<file path="src/hdl/ewsg_regs.svh">
`ifndef EWSG_REGS_SVH
`define EWSG_REGS_SVH

// Register addresses on the memory-mapped register port.
`define EWSG_ADDR_COUNTS 7'h28
`define EWSG_ADDR_CONTROL 7'h2B

// Field positions inside the wait-state counts register.
`define EWSG_EXTPROG_BIT 15
`define EWSG_IO_LSB 12
`define EWSG_DHI_LSB 9
`define EWSG_DLO_LSB 6
`define EWSG_PHI_LSB 3
`define EWSG_PLO_LSB 0
`define EWSG_FIELD_W 3

// Multiplier bit position inside the control register.
`define EWSG_MULT_BIT 0

// Reset values.
`define EWSG_COUNTS_RESET 16'h7FFF
`define EWSG_CONTROL_RESET 16'h0000

// Largest number of inserted wait states.
`define EWSG_MAX_WAITS 4'hE

`endif

</file>
<file path="src/hdl/ewsg_pkg.sv">
`default_nettype none
package ewsg_pkg;

   typedef enum logic [1:0] {
      EWSG_SPACE_PROG = 2'b00,
      EWSG_SPACE_DATA = 2'b01,
      EWSG_SPACE_IO = 2'b10
   } ewsg_space_t;

   typedef enum logic [1:0] {
      EWSG_ST_IDLE = 2'b00,
      EWSG_ST_WAIT = 2'b01,
      EWSG_ST_READY = 2'b10
   } ewsg_state_t;

endpackage
`default_nettype wire

</file>
<file path="src/hdl/ewsg_top.sv">
`include "ewsg_regs.svh"
`default_nettype none
module ewsg_top (
   input wire logic mclk, // Processor clock, 10 MHz.
   input wire logic rst_n, // Asynchronous reset, active low.
   input wire logic [6:0] mmrAddr, // Register address.
   input wire logic mmrWr, // Register write strobe.
   input wire logic mmrRd, // Register read strobe.
   input wire logic [15:0] mmrWrData, // Register write data.
   output logic [15:0] mmrRdData, // Register read data, one cycle after the strobe.
   input wire logic accReq, // External access request.
   input wire ewsg_pkg::ewsg_space_t accSpace, // Space of the request.
   input wire logic [22:0] accAddr, // Address of the request.
   input wire logic extReady, // Ready input from the external device.
   output logic accBusy, // Access in progress.
   output logic accDone, // Access completes, one-cycle pulse.
   output logic [3:0] accWaits, // Wait states applied to the current access.
   output logic waitGenClkEn // Wait-generator clock running.
);
   import ewsg_pkg::*;

   logic [15:0] counts_r;
   logic multBit_r;
   logic [15:0] rdData_r;
   ewsg_state_t state_r;
   ewsg_state_t state_nxt;
   logic busy_r;
   logic done_r;
   logic [3:0] waits_r;
   logic clkEn_r;

   wire hitCounts = (mmrAddr == `EWSG_ADDR_COUNTS);
   wire hitControl = (mmrAddr == `EWSG_ADDR_CONTROL);
   wire extProgSel = counts_r[`EWSG_EXTPROG_BIT];
   wire [2:0] ioBase = counts_r[`EWSG_IO_LSB +: `EWSG_FIELD_W];
   wire [2:0] dataHiBase = counts_r[`EWSG_DHI_LSB +: `EWSG_FIELD_W];
   wire [2:0] dataLoBase = counts_r[`EWSG_DLO_LSB +: `EWSG_FIELD_W];
   wire [2:0] progHiBase = counts_r[`EWSG_PHI_LSB +: `EWSG_FIELD_W];
   wire [2:0] progLoBase = counts_r[`EWSG_PLO_LSB +: `EWSG_FIELD_W];

   // Program split follows bit 15 within a page, or bit 22 of the extended address.
   wire progUpper = extProgSel ? accAddr[22] : accAddr[15];
   wire [2:0] progBase = progUpper ? progHiBase : progLoBase;
   wire [2:0] dataBase = accAddr[15] ? dataHiBase : dataLoBase;
   wire [2:0] reqBase = (accSpace == EWSG_SPACE_IO) ? ioBase :
                        (accSpace == EWSG_SPACE_DATA) ? dataBase : progBase;
   wire [3:0] reqWaits = multBit_r ? {reqBase, 1'b0} : {1'b0, reqBase};
   wire allZero = (counts_r[13:0] == 14'h0000);
   wire accept = accReq && (state_r == EWSG_ST_IDLE);
   wire cntLast;
   wire finish = (state_r == EWSG_ST_READY) && extReady;
   // An access already counting keeps its enable, so a late write of all-zero counts cannot freeze it.
   wire cntRun = clkEn_r || (state_r == EWSG_ST_WAIT);
   localparam logic [15:0] CtrlReset = `EWSG_CONTROL_RESET;

   wire [15:0] rdSel = hitCounts ? counts_r :
                       hitControl ? {15'h0000, multBit_r} : 16'h0000;

   always_comb begin
      state_nxt = state_r;
      case (state_r)
         EWSG_ST_IDLE: begin
            if (accept) begin
               state_nxt = (reqWaits == 4'h0) ? EWSG_ST_READY : EWSG_ST_WAIT;
            end
         end
         EWSG_ST_WAIT: begin
            if (cntLast) begin
               state_nxt = EWSG_ST_READY;
            end
         end
         EWSG_ST_READY: begin
            if (extReady) begin
               state_nxt = EWSG_ST_IDLE;
            end
         end
         default: state_nxt = EWSG_ST_IDLE;
      endcase
   end

   ewsg_wait_counter #(.W(4)) waitCount (
      .mclk(mclk),
      .rst_n(rst_n),
      .cntEn(cntRun),
      .load(accept),
      .loadVal(reqWaits),
      .lastOne(cntLast)
   );

   // Registers; reserved control bits are never stored, so they cannot be written.
   always_ff @(posedge mclk or negedge rst_n) begin
      if (!rst_n) begin
         counts_r <= `EWSG_COUNTS_RESET;
         multBit_r <= CtrlReset[`EWSG_MULT_BIT];
         rdData_r <= 16'h0000;
      end else begin
         if (mmrWr && hitCounts) begin
            counts_r <= mmrWrData;
         end
         if (mmrWr && hitControl) begin
            multBit_r <= mmrWrData[`EWSG_MULT_BIT];
         end
         if (mmrRd) begin
            rdData_r <= rdSel;
         end
      end
   end

   always_ff @(posedge mclk or negedge rst_n) begin
      if (!rst_n) begin
         state_r <= EWSG_ST_IDLE;
         busy_r <= 1'b0;
         done_r <= 1'b0;
         waits_r <= 4'h0;
         clkEn_r <= 1'b1;
      end else begin
         state_r <= state_nxt;
         busy_r <= accept || (busy_r && !finish);
         done_r <= finish;
         clkEn_r <= !allZero;
         if (accept) begin
            waits_r <= reqWaits;
         end
      end
   end

   assign mmrRdData = rdData_r;
   assign accBusy = busy_r;
   assign accDone = done_r;
   assign accWaits = waits_r;
   assign waitGenClkEn = clkEn_r;
endmodule
`default_nettype wire

</file>
<file path="src/hdl/ewsg_wait_counter.sv">
`default_nettype none
module ewsg_wait_counter #(
   parameter int W = 4
) (
   input wire logic mclk, // Processor clock.
   input wire logic rst_n, // Asynchronous reset, active low.
   input wire logic cntEn, // Enable from the wait-state clock gate.
   input wire logic load, // Load a new count.
   input wire logic [W-1:0] loadVal, // Count to load.
   output logic lastOne // Count stands at one.
);
   logic [W-1:0] count_r;
   logic [W-1:0] count_nxt;

   assign count_nxt = load ? loadVal : ((count_r != '0) ? count_r - W'(1) : count_r);
   assign lastOne = (count_r == W'(1));

   // The enable stands in for the gated clock, so the counter freezes while counts bits 13:0 are zero and no access is in its wait phase.
   always_ff @(posedge mclk or negedge rst_n) begin
      if (!rst_n) begin
         count_r <= '0;
      end else if (cntEn || load) begin
         count_r <= count_nxt;
      end
   end
endmodule
`default_nettype wire

</file>
<file path="config.mk">
export PLATFORM = sky130hd
export DESIGN_NAME = ewsg_top
export DESIGN_NICKNAME = d
export VERILOG_FILES = /design/src/hdl/ewsg_pkg.sv /design/src/hdl/ewsg_top.sv /design/src/hdl/ewsg_wait_counter.sv
export VERILOG_INCLUDE_DIRS = /design/src /design/src/hdl
export SDC_FILE = /design/constraint.sdc
export NUM_CORES = 1
export LEC_CHECK = 0
export BUFFER_PORTS_ARGS = -buffer_cell sky130_fd_sc_hd__buf_2
export CORE_AREA = 5 5 76 78
export CTS_CLUSTER_DIAMETER = 50
export CTS_CLUSTER_SIZE = 20
export DETAILED_ROUTE_END_ITERATION = 10
export DIE_AREA = 0 0 81 83
export GPL_TIMING_DRIVEN = 0
export PLACE_DENSITY = 0.73
export SLEW_MARGIN = 20
export SYNTH_ARGS = -nofsm -noshare
export SYNTH_HDL_FRONTEND = slang
export SYNTH_SLANG_ARGS = --single-unit
</file>
<file path="constraint.sdc">
create_clock -name mclk -period 1.5 [get_ports mclk]
set_clock_uncertainty 0.1 [all_clocks]
set_input_delay 0 -clock mclk [delete_from_list [all_inputs] [get_ports mclk]]
set_output_delay 0 -clock mclk [all_outputs]
set_load 0.01 [all_outputs]
</file>
=== Word-level counts from Yosys, hierarchy flattened ===
Cells that the tools add are included.

* Flip-flop bits (word level): 46
* Bits of input ports: 54
* Output and inout port bits: 23
* Word-level logic and storage cells: 52

* Add/sub/neg operators: 1
* Eq/ne operators: 10
* Mux-type cells: 15
* Reductions and logical operators: 17

{| class="wikitable"
|+ Operator list
! cell !! count
|-
| 16-bit 2-to-1 mux || 1
|-
| 7-bit by 6-bit equality test with 1-bit output (second input constant) || 2
|-
| 14-bit zero test || 1
|-
| 3-bit 2-to-1 mux || 4
|-
| 4-bit 2-to-1 mux || 3
|-
| 2-bit 2-to-1 mux || 4
|-
| 2-bit inequality test (second input constant) || 3
|-
| 2-bit one-hot mux with 3 select lines || 1
|-
| 1-bit logical AND || 5
|-
| 2-bit by 1-bit equality test with 1-bit output (second input constant) || 2
|-
| 2-bit equality test (second input constant) || 2
|-
| 4-bit by 1-bit equality test with 1-bit output (second input constant) || 1
|-
| 4-bit zero test || 1
|-
| 4-bit nonzero test || 1
|-
| 4-bit by 1-bit subtractor with 4-bit output (second input constant) || 1
|-
| 1-bit logical OR || 3
|-
| 3-bit AND reduction || 1
|-
| 1-bit zero test || 2
|-
| 2-bit zero test || 1
|-
| 1-bit 2-to-1 mux || 2
|-
| 2-bit AND reduction || 1
|-
| 2-bit nonzero test || 1
|}

=== Logic depth before layout (Yosys ltp) ===
Gate-level depths: netlist of run 1.

* Depth in word-level cells: 9
* Mapped depth: 7
* Mapped depth without buffers: 6

=== Modules after synthesis ===
A second synthesis of run 1 with hierarchy kept.

* Cells, all modules: 196
* Area total of the unflattened synthesis: 2,144.6 um^2

{| class="wikitable"
|+ Modules (own cells, without submodules)
! module !! times used !! cells each !! area each (um^2) !! sequential area each (um^2)
|-
| ewsg_top || 1 || 164 || 1,850.5 || 1,071.0
|-
| ewsg_wait_counter || 1 || 32 || 294.0 || 100.1
|}

=== Worst setup path after synthesis of run 1 ===
Ideal clock, no wire load.

* Kind: register -> register
* Start: register counts_r[15]
* End: register waits_r[2], in the netlist accWaits[2]
* Setup time: 0.124 ns
* Data arrival time: 1.422 ns
* Required time: 1.276 ns
* Setup slack: -0.146 ns
* Stages on the path, launching flop included: 6
* Buffers on the path: 0
* Period minus slack after synthesis: 1.646 ns
* Cells stage by stage: dfrtp_1 > mux2i_2 > mux2i_1 > a221oi_2 > and3_1 > a211o_1

* Longest elaborated chain between the ends: 5

{| class="wikitable"
|+ Ends and longest elaborated chain
! element !! RTL line !! text
|-
| start: declaration || ewsg_top.sv:22 || <nowiki>logic [15:0] counts_r;</nowiki>
|-
| start signal: assignment || ewsg_top.sv:93 || <nowiki>counts_r <= `EWSG_COUNTS_RESET;</nowiki>
|-
| start signal: assignment || ewsg_top.sv:98 || <nowiki>counts_r <= mmrWrData;</nowiki>
|-
| 1-bit 2-to-1 mux || ewsg_top.sv:42 || <nowiki>wire progUpper = extProgSel ? accAddr[22] : accAddr[15];</nowiki>
|-
| 3-bit 2-to-1 mux || ewsg_top.sv:43 || <nowiki>wire [2:0] progBase = progUpper ? progHiBase : progLoBase;</nowiki>
|-
| 3-bit 2-to-1 mux || ewsg_top.sv:46 || <nowiki>(accSpace == EWSG_SPACE_DATA) ? dataBase : progBase;</nowiki>
|-
| 3-bit 2-to-1 mux || ewsg_top.sv:45 || <nowiki>wire [2:0] reqBase = (accSpace == EWSG_SPACE_IO) ? ioBase :</nowiki>
|-
| 4-bit 2-to-1 mux || ewsg_top.sv:47 || <nowiki>wire [3:0] reqWaits = multBit_r ? {reqBase, 1'b0} : {1'b0, reqBase};</nowiki>
|-
| end signal: assignment || ewsg_top.sv:122 || <nowiki>waits_r <= reqWaits;</nowiki>
|-
| end: declaration || ewsg_top.sv:29 || <nowiki>logic [3:0] waits_r;</nowiki>
|}

Every way passes these cells.
A chain may end at the register's enable or synchronous reset.

=== Worst setup path in the final report of run 1 ===
Same ends and word-level chain as after synthesis.

==> results of run 1 <==
## worst min path at each step
| stage | startpoint | endpoint | slack [ns] | cells after the start |
|---|---|---|---|---|
| finish | accReq | state_r[1]$_DFFE_PN0P_ | 0.04 | 4 |
| global route | mmrAddr[1] | mmrRdData[0]$_DFFE_PN0P_ | 0.07 | 6 |
| CTS | mmrAddr[1] | mmrRdData[0]$_DFFE_PN0P_ | 0.02 | 6 |
| detailed placement | rst_n | accDone$_DFF_PN0_ | 0.13 | 1 |
| global placement | rst_n | accDone$_DFF_PN0_ | 0.13 | 1 |
| floorplan | rst_n | accBusy$_DFF_PN0_ | -0.40 | 0 |
## per-layer routing
metal,vias up,routed length [um],track usage
met5,-,0,0
met4,0,85,0.0476
met3,8,227,0.0411
met2,33,2350,0.255
met1,803,2050,0.189
li1,830,-,-
## per-stage QoR
step	instance area, um^2	setup slack [ns]	utilization	TNS (ns)
2_1_floorplan	2110	-0.133	-	-0.423
3_3_place_gp	2470	-0.290	0.494	-1.68
3_5_place_dp	2470	-0.310	0.494	-1.82
4_1_cts	2810	-0.267	0.560	-1.68
5_1_grt	2820	-0.355	0.562	-2.73
6_report	2820	-0.279	0.562	-1.77
## flip-flops by register name, summed over array words and instances (netlist names)
signal and count:
accBusy 1, accDone 1, accWaits 4, counts_r 16
mmrRdData 16, multBit_r 1, state_r 2, waitCount.count_r 4
waitGenClkEn 1
## cell usage in the layout, fill, tap and decap left out, types with 6 or more instances in the layout
master	instances
inv_1	19
nand2_1	28
nand3_1	6
buf_2	55
dfrtp_1	30
mux2_2	17
nor2_1	12
dfstp_2	16
mux2i_1	6
dlygate4sd3_1	22
o21ai_0	19
clkbuf_8	6
## timing repair
item                                    4_1_cts  5_1_grt
endpoints found under the setup margin       10       20
hold endpoints to repair                     57        0
hold buffers                                 22        0
setup buffers                                 1        1
pin swaps                                     3        6
gates resized for setup                       2        3
## where the power goes
| part | switching [mW] | total, mW | internal, mW |
|---|---|---|---|
| combinational | 0.466 | 0.905 | 0.439 |
| sequential | 0.145 | 1.60 | 1.46 |
| clock | 0.385 | 0.760 | 0.376 |
## critical path, stage by stage (launching register included)
cell and delay, ns:
dfrtp_1 0.41, mux2i_4 0.31, mux2i_1 0.26, a221oi_2 0.11, nor3b_2 0.19, a211o_1 0.28
## layout make-up
type                    instances  area (um^2)
fillers                       460         2190
flip-flops and latches         46         1170
multi-input cells             125          862
repair buffers                 79          513
clock buffers                   8         90.1
well taps                      70         87.6
inverters                      19         71.3
plain buffers                   4         20.0
## cells by family after synthesis
| group | after synthesis | synth area share |
|---|---|---|
| compound gates | 31 | 0.0989 |
| mux | 24 | 0.126 |
| xor+xnor | 4 | 0.0166 |
| flops | 46 | 0.555 |
| simple gates | 63 | 0.143 |
| fa+ha+maj | 3 | 0.0178 |
| buf+inv | 24 | 0.0438 |
==> impl_results.md, run 1 <==
* Vias in the first global route at approximately 1,800
* Worst rel slew slack at 0.616
* # placed instances at 320
* Sinks on Clock Net at 46
* TritonCTS buffer count at 5
* Initial antenna violation count at 0
* FMAX at 0.562 GHz
* Synthesized flop and latch total at 46
* Final std cells w/o fill at roughly 350
* Clk buf depth at 2
* VDD IR max at 0.459 mV
* First-pass GRT wire length at between 8 and 9 mm
* Yosys warns at 0
* Worst reg2reg path depth at 5
* Die height at 83 um
* Mapped Area at 2110 um^2
* DRT Wirelength at 4.71 mm
* EDFF count, synth at 0
* Die area at about 6700 um^2
* Layout area overhead at 33.3%
* Global route total overflow at 0
* Pleak at 1.35 nW
* IO buf count at 55
* Count leader, synth: dfrtp_1
* Most frequent cells after synthesis: dfrtp_1 (30), nand2_1 (28), o21ai_0 (22)
* Hold Vio Cnt, Final at 0
* Max FO, Critical Path at 3
* Final setup violation count at 10
* CP required at 1.58 ns
* DR DRC count at 0
* Max Cap Violations at 0
* Syn nets at around 250
* Vias per cell at 4.77
* Antenna Cells at 0
* Post-synth top flop: dfrtp_1
* Htree depth at 2
* Fraction of synthesis flops using an asynchronous set or reset pin at 1.00
* Min-delay worst type: in -> reg
* Post-synthesis sequential area ratio at 0.555
* Reg2reg start: counts_r[15]$_DFFE_PN0P_
* R2R Path End: accWaits[2]$_DFFE_PN0P_
* Pre-antenna DRT Iters at 4
* Top Ports at 77
* Setup crit end kind: flop
* Status: complete, but fails checks
* Crit path arrival time at 1.86 ns
* Drt wl/cell at 13.4 um
* End of the critical path: accWaits[2]$_DFFE_PN0P_
* Clock Tree Root: clkbuf_8
* Clk pin slew, worst setup/hold paths at ~0.08 ns
* Final setup margin at -0.279 ns
* Kind of critical path: reg -> reg
* DRT iter0 DRCs at 50
* Final HPWL DP at 3.38 mm
* Routability cong. at 0.783
* CP startpoint: counts_r[15]$_DFFE_PN0P_
* Total vias in the final route at 1,674
* Top-area cell type share of the netlist area at 0.355
* Pwr Density at 1160 nW/um^2
* Post-Syn Instances at 195
* Rows at 26
* Distinct cells, synth at 33
* Worst skew pair latency at 0.29 ns
* Worst-Margin Slew at 0.576 ns
* CTS tree: done
* Area contributors post-synth: dfrtp_1 (36%), dfstp_2 (20%), mux2_2 (9.1%)
* RSZ-0062 raised after global routing: true
* Initial Util at 0.422
* Area leader, netlist: dfrtp_1
* Share of cells above drive strength 1 at 0.377
* Final worst hold slack at 0.0416 ns
* Maximum number of pins on one net before global-route repair at 47
* Fin crit share at 1.19
* Net count, final at 337
* Failing checks: negative setup slack
* Syn Area/Cell at approximately 11 um^2
* Minimum clock period after layout at roughly 1.8 ns
* Design Power at 3.27 mW
* Setup slack, reg-to-reg at -0.28 ns
* Die width at 81 um
* Core area at 5010 um^2
* Max Slew Vio Count at 0
* Gr usage total at 0.152
* Final ANT Viol Nets at 0
* Startpoint types: flop
(Power assumes the default switching activity.)
==> run 2: changes to the inputs <==
CORE_AREA = 5 5 72 74   (was 5 5 76 78)
DIE_AREA = 0 0 77 79   (was 0 0 81 83)
PLACE_DENSITY = 0.78   (was 0.73)
clock period = 1.65 ns   (was 1.5 ns; I/O delays follow)
==> impl_results.md, run 2 (synthesized netlist as in run 1, its figures left out) <==
* Maximum number of pins on one net before global-route repair at 47 (unchanged)
* Htree depth at 2 (unchanged)
* Initial antenna violation count at 0 (unchanged)
* Die width at 77 um (-4.9%)
* Antenna Cells at 0 (unchanged)
* DRT iter0 DRCs at 54 (+8.0%)
* Most frequent cells in the layout: buf_2 (55), dfrtp_1 (30), nand2_1 (28)
* TritonCTS buffer count at 5 (unchanged)
* Core area at 4540 um^2 (-9.5%)
* Final std cells w/o fill at 336 (-4.3%)
* Critical Path Slowest Stage Cell: dfrtp_1
* Gr usage total at 0.173 (+0.0203)
* Seq. cell area at 1170 um^2 (unchanged)
* DRT Wirelength at 4.81 mm (+2.1%)
* Fill count at 369 (-20%)
* Worst rel slew slack at 0.617 (+0.000982)
* DP Worst Slack at -0.230 ns (+0.0808 ns)
* Rows at 25 (-3.8%)
* CP max stage delay at 0.42 ns (about the same)
* CP required at 1.74 ns (+0.16 ns)
* Final setup violation count at 10 (unchanged)
* Worst-Margin Slew at 0.575 ns (-0.00147 ns)
* Minimum clock period after layout at 1.85 ns (+0.0674 ns)
* FMAX at 0.542 GHz (-3.6%)
* Status: complete, but fails checks
* DR DRC count at 0 (unchanged)
* Design area at 2840 um^2 (+0.89%)
* # placed instances at 304 (-5.0%)
* GRT met2 Usage at 0.305 (+0.0501)
* Share of cells above drive strength 1 at 0.397 (+0.0199)
* Pwr Density at 1080 nW/um^2 (-6.8%)
* Startpoint types: flop
* CP Cell Sequence: mux2i_4, mux2i_2, a221oi_4, and3_4, a211o_1
* Kind of critical path: reg -> reg
* Top Ports at 77 (unchanged)
* Failing checks: negative setup slack
* Pre-antenna DRT Iters at 4 (unchanged)
* Clk pin slew, worst setup/hold paths at 0.08 ns (about the same)
* VDD IR max at 0.464 mV (+1.1%)
* Post-Place Cell Area at 2450 um^2 (-0.81%)
* Final HPWL DP at 3.40 mm (+0.54%)
* Clk buf depth at 2 (unchanged)
* Pleak at 1.36 nW (+1.0%)
* Final ANT Viol Nets at 0 (unchanged)
* M1 GR Usage at 0.204 (+0.0150)
* Most common cell after layout, fill and taps aside: buf_2
* Layout area overhead at 34.5%
* Multi-input logic area at 882 um^2 (+2.3%)
* Die area at 6080 um^2 (-9.5%)
* Max Slew Vio Count at 0 (unchanged)
* Top Usage Layer GRT: met2
* M3 GR Usage at 0.0465 (+0.00536)
* Min-delay worst type: in -> reg
* Routability cong. at 0.865 (+11%)
* Clock Tree Root: clkbuf_8
* Vias per cell at 4.99 (+4.7%)
* Max Cap Violations at 0 (unchanged)
* Fin crit share at 1.12 (-0.0670)
* Setup crit end kind: flop
* Design Power at 3.07 mW (-6.0%)
* Drt wl/cell at 14.3 um (+6.6%)
* Net count, final at 338 (+0.30%)
* Final setup margin at -0.197 ns (+0.0826 ns)
* First-pass GRT wire length at 8.37 mm (+3.4%)
* Worst skew pair latency at 0.30 ns (about the same)
* RSZ-0062 raised after global routing: true
* Global route total overflow at 0 (unchanged)
* Total vias in the final route at 1,677 (+0.18%)
* Sinks on Clock Net at 46 (unchanged)
* Initial Util at 0.466 (+0.0441)
* CTS tree: done
* IO buf count at 55 (unchanged)
* Vias in the first global route at 1,831 (+3.2%)
* Max FO, Critical Path at 3 (unchanged)
* Hold Vio Cnt, Final at 0 (unchanged)
* Crit path arrival time at 1.93 ns (+0.07 ns)
* Die height at 79 um (-4.8%)
==> run 2: metrics by stage <==
step | utilization | TNS, ns | hold slack (ns)
final | 0.626 | -1.00 | 0.0199
after global routing | 0.626 | -1.55 | 0.0460
after CTS | 0.617 | -0.476 | 0.0105
after detailed placement | 0.541 | -0.829 | 0.122
after global placement | 0.541 | -0.451 | 0.117
after floorplan | - | 0 | -0.396
==> run 2: report_power, final <==
group | internal (mW) | switching, mW | total, mW | leakage [nW]
Sequential | 1.32 | 0.131 | 1.46 | 0.569
Clock | 0.423 | 0.360 | 0.783 | 0.0575
Combinational | 0.398 | 0.435 | 0.833 | 0.734
Total | 2.14 | 0.926 | 3.07 | 1.36
==> run 2: final timing paths <==
kind	startpoint	to	slack, ns	cells past startpoint
max in group asynchronous	rst_n	counts_r[7]$_DFFE_PN1P_	0.90	2
setup / recovery	counts_r[15]$_DFFE_PN0P_	waitCount.count_r[2]$_DFFE_PN0P_	-0.20	5
min in group asynchronous	rst_n	accDone$_DFF_PN0_	0.13	2
hold reg to reg	accWaits[3]$_DFFE_PN0P_	accWaits[3]$_DFFE_PN0P_	0.37	2
setup reg to reg	counts_r[15]$_DFFE_PN0P_	waitCount.count_r[2]$_DFFE_PN0P_	-0.20	5
hold / removal	mmrAddr[1]	mmrRdData[0]$_DFFE_PN0P_	0.02	5
==> run 2: layout make-up <==
type | instances | area share
timing repair buffer | 80 | 0.182
sequential | 46 | 0.412
multi-input combinational | 125 | 0.311
inverter | 19 | 0.0251
buffer | 4 | 0.00705
clock buffer | 8 | 0.0388
tap | 54 | 0.0238
==> run 2: what timing repair did <==
action,in CTS,in global routing
buffers inserted,1,4
hold buffers,21,0
resized for setup,3,6
pin swaps,4,10
endpoints found under the setup margin,9,21
hold endpoints to repair,56,0
==> run 2: critical path, delay by kind of cell, from the launching register on <==
family / cells / cell delay [ns]
multiplexers: 2 / 0.64
AND/OR/NAND/NOR: 1 / 0.19
AO/OA/AOI/OAI: 2 / 0.38
flip-flops: 1 / 0.42
==> run 2: metal layers <==
metal / vias to the layer above / share of wire / wire length, um
met4: 0 / 0.013 / 61
met1: 807 / 0.44 / 2100
met2: 36 / 0.51 / 2440
met3: 4 / 0.043 / 205
met5: - / 0 / 0
li1: 830 / - / -
